**src/hw/bscan_pkg.sv**
```systemverilog
// Shared constants and types for the test-port instruction and data path.
// Assumes one system clock samples the test port pins; no bus reaches it.
package bscan_pkg;
  localparam int IR_W = 6;
  localparam int ID_W = 32;
  localparam int BUF_DEPTH = 2;
  localparam logic [IR_W-1:0] OP_EXTEST = 6'h00;
  localparam logic [IR_W-1:0] OP_SAMPLE = 6'h01;
  localparam logic [IR_W-1:0] OP_IDCODE = 6'h02;
  localparam logic [IR_W-1:0] OP_HIGHZ = 6'h03;
  localparam logic [IR_W-1:0] CAPTURE_IR_PATTERN_OPCODE = 6'h2d;
  localparam logic [IR_W-1:0] OP_CLAMP = 6'h3e;
  localparam logic [IR_W-1:0] OP_BYPASS = 6'h3f;
  // Arbitrary identification value; only bit 0 being set matters
  localparam logic [ID_W-1:0] ID_VALUE_DEFAULT = 32'h0a5a_5a5b;
  localparam logic BYPASS_CAPTURE = 1'h0;
  localparam logic [2:0] TLR_TMS_COUNT = 3'h5;
  localparam int TCK_PERIOD_NS = 320;
  localparam int CLK_PERIOD_NS = 40;
  // Clock cycles in one test-clock period
  localparam int TCK_CYCLES = TCK_PERIOD_NS / CLK_PERIOD_NS;

  typedef enum logic [3:0] {
    ST_TLR, ST_RTI, ST_SEL_DR, ST_CAP_DR, ST_SH_DR, ST_EX1_DR, ST_PA_DR, ST_EX2_DR, ST_UPD_DR,
    ST_SEL_IR, ST_CAP_IR, ST_SH_IR, ST_EX1_IR, ST_PA_IR, ST_EX2_IR, ST_UPD_IR
  } tap_state_e;

  typedef enum logic [1:0] {SEL_BYP, SEL_BSR, SEL_ID} dr_sel_e;

  typedef struct packed {
    logic tck;
    logic tms;
    logic tdi;
    logic trst_b;
  } tap_pins_s;

  typedef struct packed {
    logic bit_val;
    logic drive;
  } tdo_word_s;

  // Reserved codes fall back to the one-bit bypass path
  function automatic dr_sel_e dr_select(logic [IR_W-1:0] op);
    if (op == OP_EXTEST || op == OP_SAMPLE) begin
      dr_select = SEL_BSR;
    end else if (op == OP_IDCODE) begin
      dr_select = SEL_ID;
    end else begin
      dr_select = SEL_BYP;
    end
  endfunction : dr_select
endpackage : bscan_pkg

```
**src/hw/bscan_path.sv**
```systemverilog
// Test port instruction register, data registers and boundary cells.
// Assumes all test pins and pads are asynchronous to CLK and synchronised here.
module bscan_path
  import bscan_pkg::*;
#(
  parameter int N_IN = 4,
  parameter int N_OUT = 4,
  parameter int N_BID = 4,
  parameter logic [ID_W-1:0] ID_VALUE = ID_VALUE_DEFAULT
) (
  input wire logic CLK,
  input wire logic RST_B,
  input wire logic CE,
  input wire logic TCK,
  input wire logic TMS,
  input wire logic TDI,
  input wire logic TRST_B,
  output logic TDO,
  output logic TDO_OE_B,
  input wire logic [N_IN-1:0] IN_PAD,
  output logic [N_IN-1:0] CORE_IN,
  input wire logic [N_OUT-1:0] CORE_OUT,
  output logic [N_OUT-1:0] OUT_PAD,
  output logic [N_OUT-1:0] OUT_OE_B,
  input wire logic [N_BID-1:0] CORE_BID_O,
  input wire logic [N_BID-1:0] CORE_BID_OE,
  output logic [N_BID-1:0] CORE_BID_I,
  input wire logic [N_BID-1:0] BID_I,
  output logic [N_BID-1:0] BID_O,
  output logic [N_BID-1:0] BID_OE_B
);
  localparam int OB = N_IN;
  localparam int BB = N_IN + N_OUT;
  localparam int BSR_W = N_IN + N_OUT + 2 * N_BID;

  tap_pins_s pins_meta_ff, pins_s_ff;
  logic tck_prev_ff;
  logic [N_IN-1:0] in_meta_ff, in_s_ff;
  logic [N_BID-1:0] bid_meta_ff, bid_s_ff;
  tap_state_e state_ff;
  logic [IR_W-1:0] ir_sh_ff, ir_ff;
  logic byp_ff;
  logic [ID_W-1:0] id_sh_ff;
  logic [BSR_W-1:0] bsr_ff, cap_vec;
  logic [N_OUT-1:0] upd_out_ff;
  logic [N_BID-1:0] upd_oe_ff, upd_bd_ff;
  tdo_word_s buf_mem_ff [BUF_DEPTH];
  logic buf_wr_ff, buf_rd_ff;
  logic [1:0] buf_cnt_ff;
  logic tdo_ff, tdo_oe_b_ff;
  logic [N_IN-1:0] core_in_ff;
  logic [N_OUT-1:0] out_pad_ff, out_oe_b_ff;
  logic [N_BID-1:0] core_bid_i_ff, bid_o_ff, bid_oe_b_ff;
  logic [2:0] tms_cnt_ff;
  logic tck_rise, tck_fall, trst_act, ext_act, drive_latch, hz_act;
  logic buf_in_valid, buf_in_ready, buf_out_valid, buf_out_ready;
  tdo_word_s buf_in;
  dr_sel_e sel;

  // Two-flop synchronisers for every asynchronous input
  always_ff @(posedge CLK or negedge RST_B) begin
    if (!RST_B) begin
      pins_meta_ff <= '0;
      pins_s_ff <= '0;
      tck_prev_ff <= 1'h0;
      in_meta_ff <= '0;
      in_s_ff <= '0;
      bid_meta_ff <= '0;
      bid_s_ff <= '0;
    end else if (CE) begin
      pins_meta_ff <= '{tck: TCK, tms: TMS, tdi: TDI, trst_b: TRST_B};
      pins_s_ff <= pins_meta_ff;
      tck_prev_ff <= pins_s_ff.tck;
      in_meta_ff <= IN_PAD;
      in_s_ff <= in_meta_ff;
      bid_meta_ff <= BID_I;
      bid_s_ff <= bid_meta_ff;
    end
  end

  assign tck_rise = pins_s_ff.tck & ~tck_prev_ff;
  assign tck_fall = ~pins_s_ff.tck & tck_prev_ff;
  assign trst_act = ~pins_s_ff.trst_b;
  assign sel = dr_select(ir_ff);
  assign ext_act = (ir_ff == OP_EXTEST);
  assign drive_latch = ext_act || (ir_ff == OP_CLAMP);
  assign hz_act = (ir_ff == OP_HIGHZ);

  function automatic tap_state_e tap_next(tap_state_e s, logic tms);
    unique case (s)
      ST_TLR: tap_next = tms ? ST_TLR : ST_RTI;
      ST_RTI: tap_next = tms ? ST_SEL_DR : ST_RTI;
      ST_SEL_DR: tap_next = tms ? ST_SEL_IR : ST_CAP_DR;
      ST_CAP_DR: tap_next = tms ? ST_EX1_DR : ST_SH_DR;
      ST_SH_DR: tap_next = tms ? ST_EX1_DR : ST_SH_DR;
      ST_EX1_DR: tap_next = tms ? ST_UPD_DR : ST_PA_DR;
      ST_PA_DR: tap_next = tms ? ST_EX2_DR : ST_PA_DR;
      ST_EX2_DR: tap_next = tms ? ST_UPD_DR : ST_SH_DR;
      ST_UPD_DR: tap_next = tms ? ST_SEL_DR : ST_RTI;
      ST_SEL_IR: tap_next = tms ? ST_TLR : ST_CAP_IR;
      ST_CAP_IR: tap_next = tms ? ST_EX1_IR : ST_SH_IR;
      ST_SH_IR: tap_next = tms ? ST_EX1_IR : ST_SH_IR;
      ST_EX1_IR: tap_next = tms ? ST_UPD_IR : ST_PA_IR;
      ST_PA_IR: tap_next = tms ? ST_EX2_IR : ST_PA_IR;
      ST_EX2_IR: tap_next = tms ? ST_UPD_IR : ST_SH_IR;
      ST_UPD_IR: tap_next = tms ? ST_SEL_DR : ST_RTI;
    endcase
  endfunction : tap_next

  // Controller state, advanced on each rising test-clock edge
  always_ff @(posedge CLK or negedge RST_B) begin
    if (!RST_B) begin
      state_ff <= ST_TLR;
    end else if (CE) begin
      if (trst_act) begin
        state_ff <= ST_TLR;
      end else if (tck_rise) begin
        state_ff <= tap_next(state_ff, pins_s_ff.tms);
      end
    end
  end

  // Instruction shift stage and current instruction
  always_ff @(posedge CLK or negedge RST_B) begin
    if (!RST_B) begin
      ir_sh_ff <= CAPTURE_IR_PATTERN_OPCODE;
      ir_ff <= OP_IDCODE;
    end else if (CE) begin
      if (trst_act || state_ff == ST_TLR) begin
        ir_ff <= OP_IDCODE;
      end else if (tck_fall && state_ff == ST_UPD_IR) begin
        ir_ff <= ir_sh_ff;
      end
      if (tck_rise && state_ff == ST_CAP_IR) begin
        ir_sh_ff <= CAPTURE_IR_PATTERN_OPCODE;
      end else if (tck_rise && state_ff == ST_SH_IR) begin
        ir_sh_ff <= {pins_s_ff.tdi, ir_sh_ff[IR_W-1:1]};
      end
    end
  end

  // Capture sources for each boundary cell
  genvar gi;
  generate
    for (gi = 0; gi < N_IN; gi++) begin : g_in_cell
      assign cap_vec[gi] = in_s_ff[gi];
    end
    for (gi = 0; gi < N_OUT; gi++) begin : g_out_cell
      assign cap_vec[OB+gi] = CORE_OUT[gi];
    end
    for (gi = 0; gi < N_BID; gi++) begin : g_bid_cell
      assign cap_vec[BB+2*gi] = CORE_BID_OE[gi];
      assign cap_vec[BB+2*gi+1] = (CORE_BID_OE[gi] && !ext_act) ? CORE_BID_O[gi] : bid_s_ff[gi];
    end
  endgenerate

  // Data registers; only the selected one captures or shifts
  always_ff @(posedge CLK or negedge RST_B) begin
    if (!RST_B) begin
      byp_ff <= BYPASS_CAPTURE;
      id_sh_ff <= '0;
      bsr_ff <= '0;
    end else if (CE && tck_rise) begin
      if (sel == SEL_BYP) begin
        if (state_ff == ST_CAP_DR) begin
          byp_ff <= BYPASS_CAPTURE;
        end else if (state_ff == ST_SH_DR) begin
          byp_ff <= pins_s_ff.tdi;
        end
      end
      if (sel == SEL_ID) begin
        if (state_ff == ST_CAP_DR) begin
          id_sh_ff <= ID_VALUE;
        end else if (state_ff == ST_SH_DR) begin
          id_sh_ff <= {pins_s_ff.tdi, id_sh_ff[ID_W-1:1]};
        end
      end
      if (sel == SEL_BSR) begin
        if (state_ff == ST_CAP_DR) begin
          bsr_ff <= cap_vec;
        end else if (state_ff == ST_SH_DR) begin
          bsr_ff <= {pins_s_ff.tdi, bsr_ff[BSR_W-1:1]};
        end
      end
    end
  end

  // Update latches load on the falling edge in Update-DR
  always_ff @(posedge CLK or negedge RST_B) begin
    if (!RST_B) begin
      upd_out_ff <= '0;
      upd_oe_ff <= '0;
      upd_bd_ff <= '0;
    end else if (CE && tck_fall && state_ff == ST_UPD_DR && sel == SEL_BSR) begin
      upd_out_ff <= bsr_ff[BB-1:OB];
      for (int k = 0; k < N_BID; k++) begin
        upd_oe_ff[k] <= bsr_ff[BB+2*k];
        upd_bd_ff[k] <= bsr_ff[BB+2*k+1];
      end
    end
  end

  // Pin and core drive; normal path untouched unless a test instruction is current
  always_ff @(posedge CLK or negedge RST_B) begin
    if (!RST_B) begin
      core_in_ff <= '0;
      core_bid_i_ff <= '0;
      out_pad_ff <= '0;
      out_oe_b_ff <= '1;
      bid_o_ff <= '0;
      bid_oe_b_ff <= '1;
    end else if (CE) begin
      core_in_ff <= in_s_ff;
      core_bid_i_ff <= bid_s_ff;
      out_pad_ff <= drive_latch ? upd_out_ff : CORE_OUT;
      bid_o_ff <= drive_latch ? upd_bd_ff : CORE_BID_O;
      if (hz_act) begin
        out_oe_b_ff <= '1;
        bid_oe_b_ff <= '1;
      end else begin
        out_oe_b_ff <= '0;
        bid_oe_b_ff <= drive_latch ? ~upd_oe_ff : ~CORE_BID_OE;
      end
    end
  end

  // Serial output bit, taken at the falling edge into a two-entry buffer
  assign buf_in.bit_val = (state_ff == ST_SH_IR) ? ir_sh_ff[0] :
                          (sel == SEL_BSR) ? bsr_ff[0] :
                          (sel == SEL_ID) ? id_sh_ff[0] : byp_ff;
  assign buf_in.drive = (state_ff == ST_SH_IR) || (state_ff == ST_SH_DR);
  assign buf_in_valid = tck_fall;
  assign buf_in_ready = (buf_cnt_ff != 2'(BUF_DEPTH));
  assign buf_out_valid = (buf_cnt_ff != 2'h0);
  assign buf_out_ready = 1'h1;

  always_ff @(posedge CLK or negedge RST_B) begin
    if (!RST_B) begin
      buf_wr_ff <= 1'h0;
      buf_rd_ff <= 1'h0;
      buf_cnt_ff <= 2'h0;
      for (int k = 0; k < BUF_DEPTH; k++) begin
        buf_mem_ff[k] <= '0;
      end
    end else if (CE) begin
      if (buf_in_valid && buf_in_ready) begin
        buf_mem_ff[buf_wr_ff] <= buf_in;
        buf_wr_ff <= ~buf_wr_ff;
      end
      if (buf_out_valid && buf_out_ready) begin
        buf_rd_ff <= ~buf_rd_ff;
      end
      buf_cnt_ff <= buf_cnt_ff + 2'(buf_in_valid && buf_in_ready) - 2'(buf_out_valid && buf_out_ready);
    end
  end

  always_ff @(posedge CLK or negedge RST_B) begin
    if (!RST_B) begin
      tdo_ff <= 1'h0;
      tdo_oe_b_ff <= 1'h1;
    end else if (CE && trst_act) begin
      tdo_oe_b_ff <= 1'h1;
    end else if (CE && buf_out_valid && buf_out_ready) begin
      tdo_ff <= buf_mem_ff[buf_rd_ff].bit_val;
      tdo_oe_b_ff <= ~buf_mem_ff[buf_rd_ff].drive;
    end
  end

  assign TDO = tdo_ff;
  assign TDO_OE_B = tdo_oe_b_ff;
  assign CORE_IN = core_in_ff;
  assign CORE_BID_I = core_bid_i_ff;
  assign OUT_PAD = out_pad_ff;
  assign OUT_OE_B = out_oe_b_ff;
  assign BID_O = bid_o_ff;
  assign BID_OE_B = bid_oe_b_ff;

  // Count of consecutive rising edges with mode select high
  always_ff @(posedge CLK or negedge RST_B) begin
    if (!RST_B) begin
      tms_cnt_ff <= 3'h0;
    end else if (CE && tck_rise) begin
      if (!pins_s_ff.tms) begin
        tms_cnt_ff <= 3'h0;
      end else if (tms_cnt_ff != TLR_TMS_COUNT) begin
        tms_cnt_ff <= tms_cnt_ff + 3'h1;
      end
    end
  end

  a_tms_five_reset: assert property (@(posedge CLK) disable iff (!RST_B)
    tms_cnt_ff == TLR_TMS_COUNT |-> state_ff == ST_TLR)
    else $error("five mode-high edges did not reach test-logic reset");

  a_trst_idcode: assert property (@(posedge CLK) disable iff (!RST_B)
    CE && trst_act |=> state_ff == ST_TLR && ir_ff == OP_IDCODE)
    else $error("test reset did not select identification instruction");

  a_ir_capture_pat: assert property (@(posedge CLK) disable iff (!RST_B)
    CE && tck_rise && state_ff == ST_CAP_IR |=> ir_sh_ff == CAPTURE_IR_PATTERN_OPCODE)
    else $error("capture-ir pattern not loaded");

  a_ir_hold_update: assert property (@(posedge CLK) disable iff (!RST_B)
    !(tck_fall && state_ff == ST_UPD_IR) && !trst_act && state_ff != ST_TLR |=> $stable(ir_ff))
    else $error("instruction changed outside update-ir");

  a_bypass_zero: assert property (@(posedge CLK) disable iff (!RST_B)
    CE && tck_rise && state_ff == ST_CAP_DR && sel == SEL_BYP |=> byp_ff == BYPASS_CAPTURE)
    else $error("bypass register not cleared at capture-dr");

  a_id_lsb_one: assert property (@(posedge CLK) disable iff (!RST_B)
    CE && tck_rise && state_ff == ST_CAP_DR && sel == SEL_ID |=> id_sh_ff[0] && id_sh_ff == ID_VALUE)
    else $error("identification capture wrong");

  a_highz_pins: assert property (@(posedge CLK) disable iff (!RST_B)
    CE && hz_act ##1 CE && hz_act |-> &out_oe_b_ff && &bid_oe_b_ff)
    else $error("pins not tri-stated under highz");

  a_clamp_drive: assert property (@(posedge CLK) disable iff (!RST_B)
    CE && drive_latch ##1 CE && drive_latch && $stable(upd_out_ff) && $stable(upd_bd_ff) |->
    out_pad_ff == upd_out_ff && bid_o_ff == upd_bd_ff)
    else $error("pins not driven from update latches");

  a_tdo_idle_hiz: assert property (@(posedge CLK) disable iff (!RST_B)
    state_ff == ST_TLR [*3] ##1 state_ff == ST_TLR |-> tdo_oe_b_ff)
    else $error("serial output driven outside shift states");

  a_chain_select: assert property (@(posedge CLK) disable iff (!RST_B)
    CE && tck_rise && state_ff == ST_CAP_DR && (ir_ff == OP_EXTEST || ir_ff == OP_SAMPLE) |=>
    bsr_ff == $past(cap_vec))
    else $error("boundary chain not selected");
endmodule : bscan_path

```
**config.mk**
```make
export PLATFORM = sky130hd
export DESIGN_NAME = bscan_path
export DESIGN_NICKNAME = d
export VERILOG_FILES = /design/src/hw/bscan_pkg.sv /design/src/hw/bscan_path.sv
export SDC_FILE = /design/constraint.sdc
export NUM_CORES = 1
export LEC_CHECK = 0
export ABC_AREA = 1
export BUFFER_PORTS_ARGS = -buffer_cell sky130_fd_sc_hd__buf_2
export CAP_MARGIN = 25
export CORE_MARGIN = 2
export CORE_UTILIZATION = 64
export DETAILED_ROUTE_END_ITERATION = 8
export GPL_ROUTABILITY_DRIVEN = 0
export PLACE_DENSITY = 0.85
export SYNTH_ARGS = -nofsm -noshare
export SYNTH_HDL_FRONTEND = slang
export SYNTH_SLANG_ARGS = --single-unit
```
**constraint.sdc**
```tcl
create_clock -name CLK -period 3.9 [get_ports CLK]
set_clock_uncertainty 0.15 [all_clocks]
set_input_delay 0 -clock CLK [delete_from_list [all_inputs] [get_ports CLK]]
set_output_delay 0 -clock CLK [all_outputs]
set_load 0.1 [all_outputs]
```
### Word level (Yosys, flattened, before mapping)

Index checks and enable logic that the tools add are counted.

| storage, ports and cells | value |
|---|---|
| bits of input ports | 27 |
| output and inout bits | 26 |
| register bits | 136 |
| logic and storage cells | 165 |

| operators by class | value |
|---|---|
| bitwise logic cells | 13 |
| $add $sub $neg | 2 |
| multiplexer cells | 47 |
| order comparisons | 3 |
| reductions and logical operators | 40 |
| equality and inequality tests | 23 |

Operators by type and width:

| operator | count |
|---|---|
| $mux 32 | 2 |
| $pmux 4 s12 | 1 |
| $mux 4 | 11 |
| $eq 4x4->1 const B | 8 |
| $mux 16 | 2 |
| $mux 6 | 4 |
| $mux 2 | 9 |
| $eq 4x3->1 const B | 4 |
| $logic_and 1x1->1 | 15 |
| $mux 1 | 14 |
| $eq 6x2->1 const B | 2 |
| $reduce_and 2->1 | 6 |
| $reduce_bool 2->1 | 5 |
| $reduce_and 3->1 | 3 |
| $eq 4x2->1 const B | 2 |
| $not 4->4 | 2 |
| $not 1->1 | 7 |
| $eq 6x1->1 const B | 1 |
| $eq 6x6->1 const B | 1 |
| $logic_not 6->1 | 1 |
| $mux 3 | 2 |
| $bwmux 4 | 1 |
| $eq 4x1->1 const B | 1 |
| $ge 2x2->1 const B | 2 |
| other kinds (16) | 22 |

### Depth between registers and ports, before layout

Gate-level depths: netlist (run 1).

| depth | value |
|---|---|
| word-level depth | 8 |
| depth in mapped cells | 10 |
| gate-level depth less buffers | 9 |

### Worst setup path after synthesis (run 1)

Ideal clock, no wire load.

| timing | value |
|---|---|
| path kind | register to register |
| start | register state_ff[1] |
| end | register id_sh_ff[10] |
| buffers on the path | 2 |
| arrival | 1.309 ns |
| clock period less this slack | 1.580 ns |
| data required time | 3.630 ns |
| stages on the path, launching flop included | 9 |
| setup slack | 2.320 ns |
| library setup time | 0.120 ns |
| cell sequence | dfrtp_1 -> buf_4 -> nor2_2 -> nand2_2 -> nand2_4 -> nand2_8 -> buf_2 -> o21ai_0 -> nand2_1 |

| on the way | value |
|---|---|
| longest elaborated chain between the ends | 3 |
| elaborated cells between the ends (all ways) | 5 |
| those cells by class | 2 x eq/ne; 1 x mux; 2 x reduce/logical |

Ends and longest elaborated chain:

| element | line | source |
|---|---|---|
| start: declaration | bscan_path.sv:40 | `tap_state_e state_ff;` |
| start signal: assignment | bscan_path.sv:118 | `state_ff <= tap_next(state_ff, pins_s_ff.tms);` |
| $eq 4x2->1 or $eq 4x3->1 (tied branches) | bscan_path.sv:172, bscan_path.sv:174 |  |
| $reduce_bool 2->1 (no line) | - |  |
| $reduce_and 3->1 (no line) | - |  |
| end signal: assignment | bscan_path.sv:175 | `id_sh_ff <= {pins_s_ff.tdi, id_sh_ff[ID_W-1:1]};` |
| end: declaration | bscan_path.sv:43 | `logic [ID_W-1:0] id_sh_ff;` |

Several ways; a longest one is shown, not always the timed one.
A chain may end at the register's enable or synchronous reset.

### Worst setup path in the final report (run 1)

| timing | value |
|---|---|
| start | register ir_ff[3] |
| end | register bid_o_ff[0], in the netlist BID_O[0] |

| on the way | value |
|---|---|
| longest elaborated chain between the ends | 3 |
| elaborated cells between the ends (all ways) | 4 |
| those cells by class | 1 x eq/ne; 1 x mux; 2 x reduce/logical |

Ends and longest elaborated chain:

| element | line | source |
|---|---|---|
| start: declaration | bscan_path.sv:41 | `logic [IR_W-1:0] ir_sh_ff, ir_ff;` |
| start signal: assignment | bscan_path.sv:132 | `ir_ff <= ir_sh_ff;` |
| $eq 6x6->1 or $logic_not 6->1 (tied branches) | bscan_path.sv:86, bscan_path.sv:85 |  |
| $logic_or 1x1->1 * | bscan_path.sv:86 | `assign drive_latch = ext_act \|\| (ir_ff == OP_CLAMP);` |
| $mux 4 * | bscan_path.sv:216 | `bid_o_ff <= drive_latch ? upd_bd_ff : CORE_BID_O;` |
| end signal: assignment | bscan_path.sv:216 |  |
| end: declaration | bscan_path.sv:53 | `logic [N_BID-1:0] core_bid_i_ff, bid_o_ff, bid_oe_b_ff;` |

Every way passes the cells marked *; elsewhere a longest branch is shown, timed or not.

==> results of run 1 <==
[cell type report]
type | instances | area, µm²
Inverter | 78 | 293
Clock buffer | 17 | 414
Timing Repair Buffer | 103 | 816
Clock inverter | 15 | 139
Multi-Input combinational cell | 478 | 2280
Fill cell | 516 | 1800
Tap cell | 129 | 161
Sequential cell | 133 | 3340
[synthesized netlist by cell type (5+ instances only)]
cell,instances
o21ai_1,25
nor2_2,7
inv_2,5
nor2_1,26
buf_2,10
nand2_1,224
o21ai_0,96
a21oi_1,6
dfstp_2,11
inv_1,73
o22ai_1,7
dfrtp_1,122
buf_4,6
o211ai_1,9
buf_6,5
nand3_1,43
clkbuf_1,13
[metrics by stage]
| stage | utilization [%] | worst slack (ps) | std cells | area, µm² |
|---|---|---|---|---|
| global placement | 68.9 | 1650 | 872 | 6360 |
| floorplan | - | 2320 | 725 | 6120 |
| CTS | 80.2 | 1160 | 952 | 7410 |
| detailed placement | 68.9 | 1620 | 872 | 6360 |
| global route | 80.5 | 776 | 953 | 7440 |
| finish | 80.5 | 983 | 953 | 7440 |
[kinds of logic (layout without fill, tap and decap cells)]
group                     after synthesis  count (layout)
and+or+nand+nor                       321             321
AOI/OAI and AO/OA                     155             155
DFF                                   133             133
buffers and inverters                 114             213
xor gates and xnor gates                1               1
muxes                                   1               1
[layer usage]
| layer | vias up | routed length (µm) | GRT usage (%) |
|---|---|---|---|
| li1 | 2498 | - | - |
| met4 | 0 | 536 | 14.9 |
| met1 | 2598 | 6020 | 39.9 |
| met3 | 58 | 1060 | 8.70 |
| met2 | 256 | 7560 | 53.7 |
| met5 | - | 0 | 0 |
[path summary, 6_finish.rpt]
kind,start,to
max,ir_ff[3],BID_O[0]
min,CORE_OUT[0],bsr_ff[4]
max reg2reg,ir_ff[3],BID_O[0]
min reg2reg,bid_meta_ff[1],bid_meta_ff[1]
max in group asynchronous,RST_B,ir_ff[1]
min in group asynchronous,RST_B,BID_OE_B[1]
[power by group]
group | total, µW | internal [µW] | switching (µW)
clock | 1500 | 808 | 687
combinational | 590 | 136 | 454
sequential | 1530 | 1470 | 57.5
[state kept, by name (all words and copies together), names as in the netlist, 6 cells and up]
name and cells:
bsr_ff 16, ir_sh_ff 6, ir_ff 6, id_sh_ff 32
[critical path, cell delays in order, from the launching register on]
cell	delay [ps]
dfrtp_1	400
nor2_2	200
nand3_1	420
nand2_1	670
o21ai_0	220
nand2_1	90
dlygate4sd3_1	560
nand2_1	80
[repair_timing]
action,4_1_cts,5_1_grt
hold buffers,48,0
gates resized for setup,0,0
endpoints found under the hold margin,129,0
==> out/metrics.cfg, run 1 <==
[floorplan]
core_mm2=0.00924
die_x_um=102
ioPinCount=53
die_h_um=102
initial_core_util_pct=66.2
die_area_mm2=0.0104
num_rows=35

[global_routing]
track_usage_pct=32.4
antenna_found_initial=0
grt_overflow_total=0
grt_pass1_vias=5424
grt_pass1_wl_um=25600
grt_max_degree=71

[worst_hold_path]
hp-class=in -> reg
holdPathStages=6

[setup_path]
regToRegSetupSlack_ps=980
path_class=reg -> reg
end_kind=flop
reg2reg_depth=7
critPathArrivalTime_ps=3190
crit_required_ps=4170
crit_path_max_fanout=20
crit_path_start_kind=flop

[detailed_routing]
drtIter0Drc=551
drc_errors=0
vias=5410
wl_um=15200
wire_per_inst_um=15.9
drt-vias-per-instance=5.68
first_pass_iters=6
postRouteAntennaNets=0

[power]
p_total_uw=3620
p_per_area_mw_per_mm2=486
p_leak_uw=0.00381
vdd_drop_max_v=0.000332

[cts]
clock_path_buffers=2
cts.clk_slew.worst_paths_ps=70
cts-root-buf=clkbuf_8
cts_tree=done
htreeDepth=4
cts_setup_buffers=0
cts_buffers=17
clk_latency_ps=540
cts.sinks=133

[logic_synthesis]
synth_compound_gate_area_share_pct=13.8
synth_xor_area_share_pct=0.143
synth_nets=752
synthTopCellsByArea=dfrtp_1 50%, nand2_1 14%, o21ai_0 7.9%
synth-async-reset-ratio_pct=100
synth_area_mm2=0.00612
synthMuxAreaShare_pct=0.164
synth-seq-area-share_pct=54.6
netlist_instances=725
synth_edf_count=0
syn_avg_cell_area_um2=8.44
yosysTopAreaCellShare_pct=49.9
ys.flop_type=dfrtp_1
yosys.area_share.simple_pct=23.1
synth-seq-cells=133
synthAdderAreaFrac_pct=0
ys_warn_count=0
yosysUniqueCellTypes=37
synth_top_cell_by_area=dfrtp_1
synth_top_family_by_area=simple AND/OR/NAND/NOR gates

[placement]
io_buffers=52
hpwl_um=8500

[timing]
fin_crit_sh_pct=74.8
min_period_ps=2920
rsz0062_at_grt=false
hold-worst-slack_ps=226
maxSlewViolCount=0
fin_tns_setup_ps=0
setup_viol_count_final=0
tightest_slew_ps=808
max-slew-margin-rel_pct=46.1
hold_violations=0
clock.fmax_mhz=343

[finish]
drive_gt1_share_pct=16.0
nets=838
diodes=0
final_cell_mix=224 x nand2_1, 122 x dfrtp_1, 96 x o21ai_0
area_growth_pct=21.6
mostFrequentLayoutCell=nand2_1

[run]
drv_cap=0

[status]
outcome=finished clean

(Power assumes the default switching activity.)
==> inputs of run 2 (changes only) <==
--- a/config.mk
+++ b/config.mk
@@ -9,10 +9,10 @@
 export BUFFER_PORTS_ARGS = -buffer_cell sky130_fd_sc_hd__buf_2
 export CAP_MARGIN = 25
 export CORE_MARGIN = 2
-export CORE_UTILIZATION = 64
+export CORE_UTILIZATION = 59
 export DETAILED_ROUTE_END_ITERATION = 8
 export GPL_ROUTABILITY_DRIVEN = 0
-export PLACE_DENSITY = 0.85
+export PLACE_DENSITY = 0.79
 export SYNTH_ARGS = -nofsm -noshare
 export SYNTH_HDL_FRONTEND = slang
 export SYNTH_SLANG_ARGS = --single-unit
==> constraint.sdc (replaced) <==
create_clock -name CLK -period 2.8 [get_ports CLK]
set_clock_uncertainty 0.15 [all_clocks]
set_input_delay 0 -clock CLK [delete_from_list [all_inputs] [get_ports CLK]]
set_output_delay 0 -clock CLK [all_outputs]
set_load 0.1 [all_outputs]
==> out/metrics.cfg, run 2 (synthesis gave the netlist of run 1 again) <==
[cts]
cts.clk_slew.worst_paths_ps=60
cts.sinks=133
clk_latency_ps=540
ctsResizeCount=0
cts_setup_buffers=0
cts_buffers=17
clock_path_buffers=2
cts_tree=done
cts-root-buf=clkbuf_8
htreeDepth=4

[timing]
clock.fmax_mhz=432
maxSlewViolCount=0
fin_tns_setup_ps=0
rsz0062_at_grt=false
tightest_slew_ps=633
hold_violations=0
min_period_ps=2320
setup_viol_count_final=0
hold-worst-slack_ps=75.4
fin_crit_sh_pct=82.7
max-slew-margin-rel_pct=57.4

[power]
p_per_area_mw_per_mm2=687
p_leak_uw=0.00380
vdd_drop_max_v=0.000734

[finish]
diodes=0
largest_register_ffs=32
area_growth_pct=20.2
final_cell_mix=224 x nand2_1, 122 x dfrtp_1, 96 x o21ai_0
mostFrequentLayoutCell=nand2_1
drive_gt1_share_pct=16.0
top_register=id_sh_ff
nets=832
fin_util_pct=72.2
reg.largest.list=id_sh_ff (32), bsr_ff (16)

[setup_path]
path_class=reg -> reg
critPathArrivalTime_ps=2590
crit_path_max_fanout=20
end_kind=flop
crit_required_ps=3080
crit_path_start_kind=flop

[floorplan]
initial_core_util_pct=60.1
die_h_um=106
die_x_um=106
die_area_mm2=0.0112
ioPinCount=53
num_rows=37
core_mm2=0.0102

[placement]
hpwl_um=8890
io_buffers=52

[global_routing]
grt_overflow_total=0
grt_pass1_wl_um=25000
track_usage_pct=29.1
grt_pass1_vias=5159
antenna_found_initial=0
grt_max_degree=58

[detailed_routing]
drt-vias-per-instance=5.55
wl_um=15200
drc_errors=0
vias=5293
wire_per_inst_um=15.9
drtIter0Drc=550
first_pass_iters=5
postRouteAntennaNets=0

[run]
drv_cap=0

[worst_hold_path]
hp-class=in -> reg

[status]
outcome=finished clean

run 2: cell types whose count changed in the layout (fill, tap and decap cells not counted), moves of 2 or more:
| cell | previous run | this run |
|---|---|---|
| clkinv_2 | 0 | 3 |
| inv_6 | 6 | 0 |
| inv_8 | 2 | 0 |
| bufinv_16 | 0 | 2 |
| dlygate4sd3_1 | 47 | 37 |
| clkinv_4 | 2 | 0 |
| buf_4 | 2 | 7 |
| clkbuf_1 | 0 | 4 |
run 2: layer usage:
layer / global-route usage [%] / vias up / share of wire, %
li1: - / 2485 / -
met1: 37.5 / 2560 / 41
met2: 47.9 / 213 / 50
met3: 7.05 / 35 / 6.1
met4: 11.2 / 0 / 2.3
met5: 0 / - / 0
run 2: path summary, 6_finish.rpt:
check / startpoint / end / slack (ps) / cells past startpoint
min: BID_I[2] / bid_meta_ff[2] / 80 / 4
max reg2reg: ir_ff[3] / BID_O[0] / 480 / 6
min in group asynchronous: RST_B / TDO_OE_B / 440 / 3
min reg2reg: pins_meta_ff[3] / pins_meta_ff[3] / 320 / 2
max in group asynchronous: RST_B / BID_OE_B[1] / 1630 / 4
max: ir_ff[3] / BID_O[0] / 480 / 6
run 2: what timing repair did:
action | CTS | global route
endpoints found under the hold margin | 175 | 0
hold buffers | 38 | 0
endpoints found under the setup margin | 0 | 0
run 2: cell type report:
cell class                      instances  area (µm²)
Fill cell                             707        2830
Multi-Input combinational cell        478        2280
Timing Repair Buffer                   97         726
Clock buffer                           22         443
Sequential cell                       133        3340
Inverter                               78         293
Tap cell                              136         170
Clock inverter                          9         105
run 2: report_power, final:
| part | total [µW] | leakage, µW | internal (µW) | switching (µW) |
|---|---|---|---|---|
| clock | 2100 | 0.000257 | 1280 | 820 |
| combinational | 812 | 0.00187 | 179 | 633 |
| sequential | 2140 | 0.00167 | 2050 | 85.0 |
| total | 5050 | 0.00380 | 3510 | 1540 |
run 2: worst max-delay path: stages, from the launching register on:
cell	delay, ps
dfrtp_1	410
nor2_2	250
nand3_1	440
nand2_1	620
o21ai_0	180
nand2_1	100
nand2_1	50
run 2: metrics by stage:
step / instances / cell area [µm²] / power [µW] / worst slack, ps
final: 953 / 7350 / 5050 / 484
after global routing: 953 / 7350 / 5210 / 278
after floorplan: 725 / 6120 / 2730 / 1220
after detailed placement: 884 / 6410 / 2920 / 599
after global placement: 884 / 6410 / 2900 / 749
after CTS: 953 / 7350 / 5040 / 579
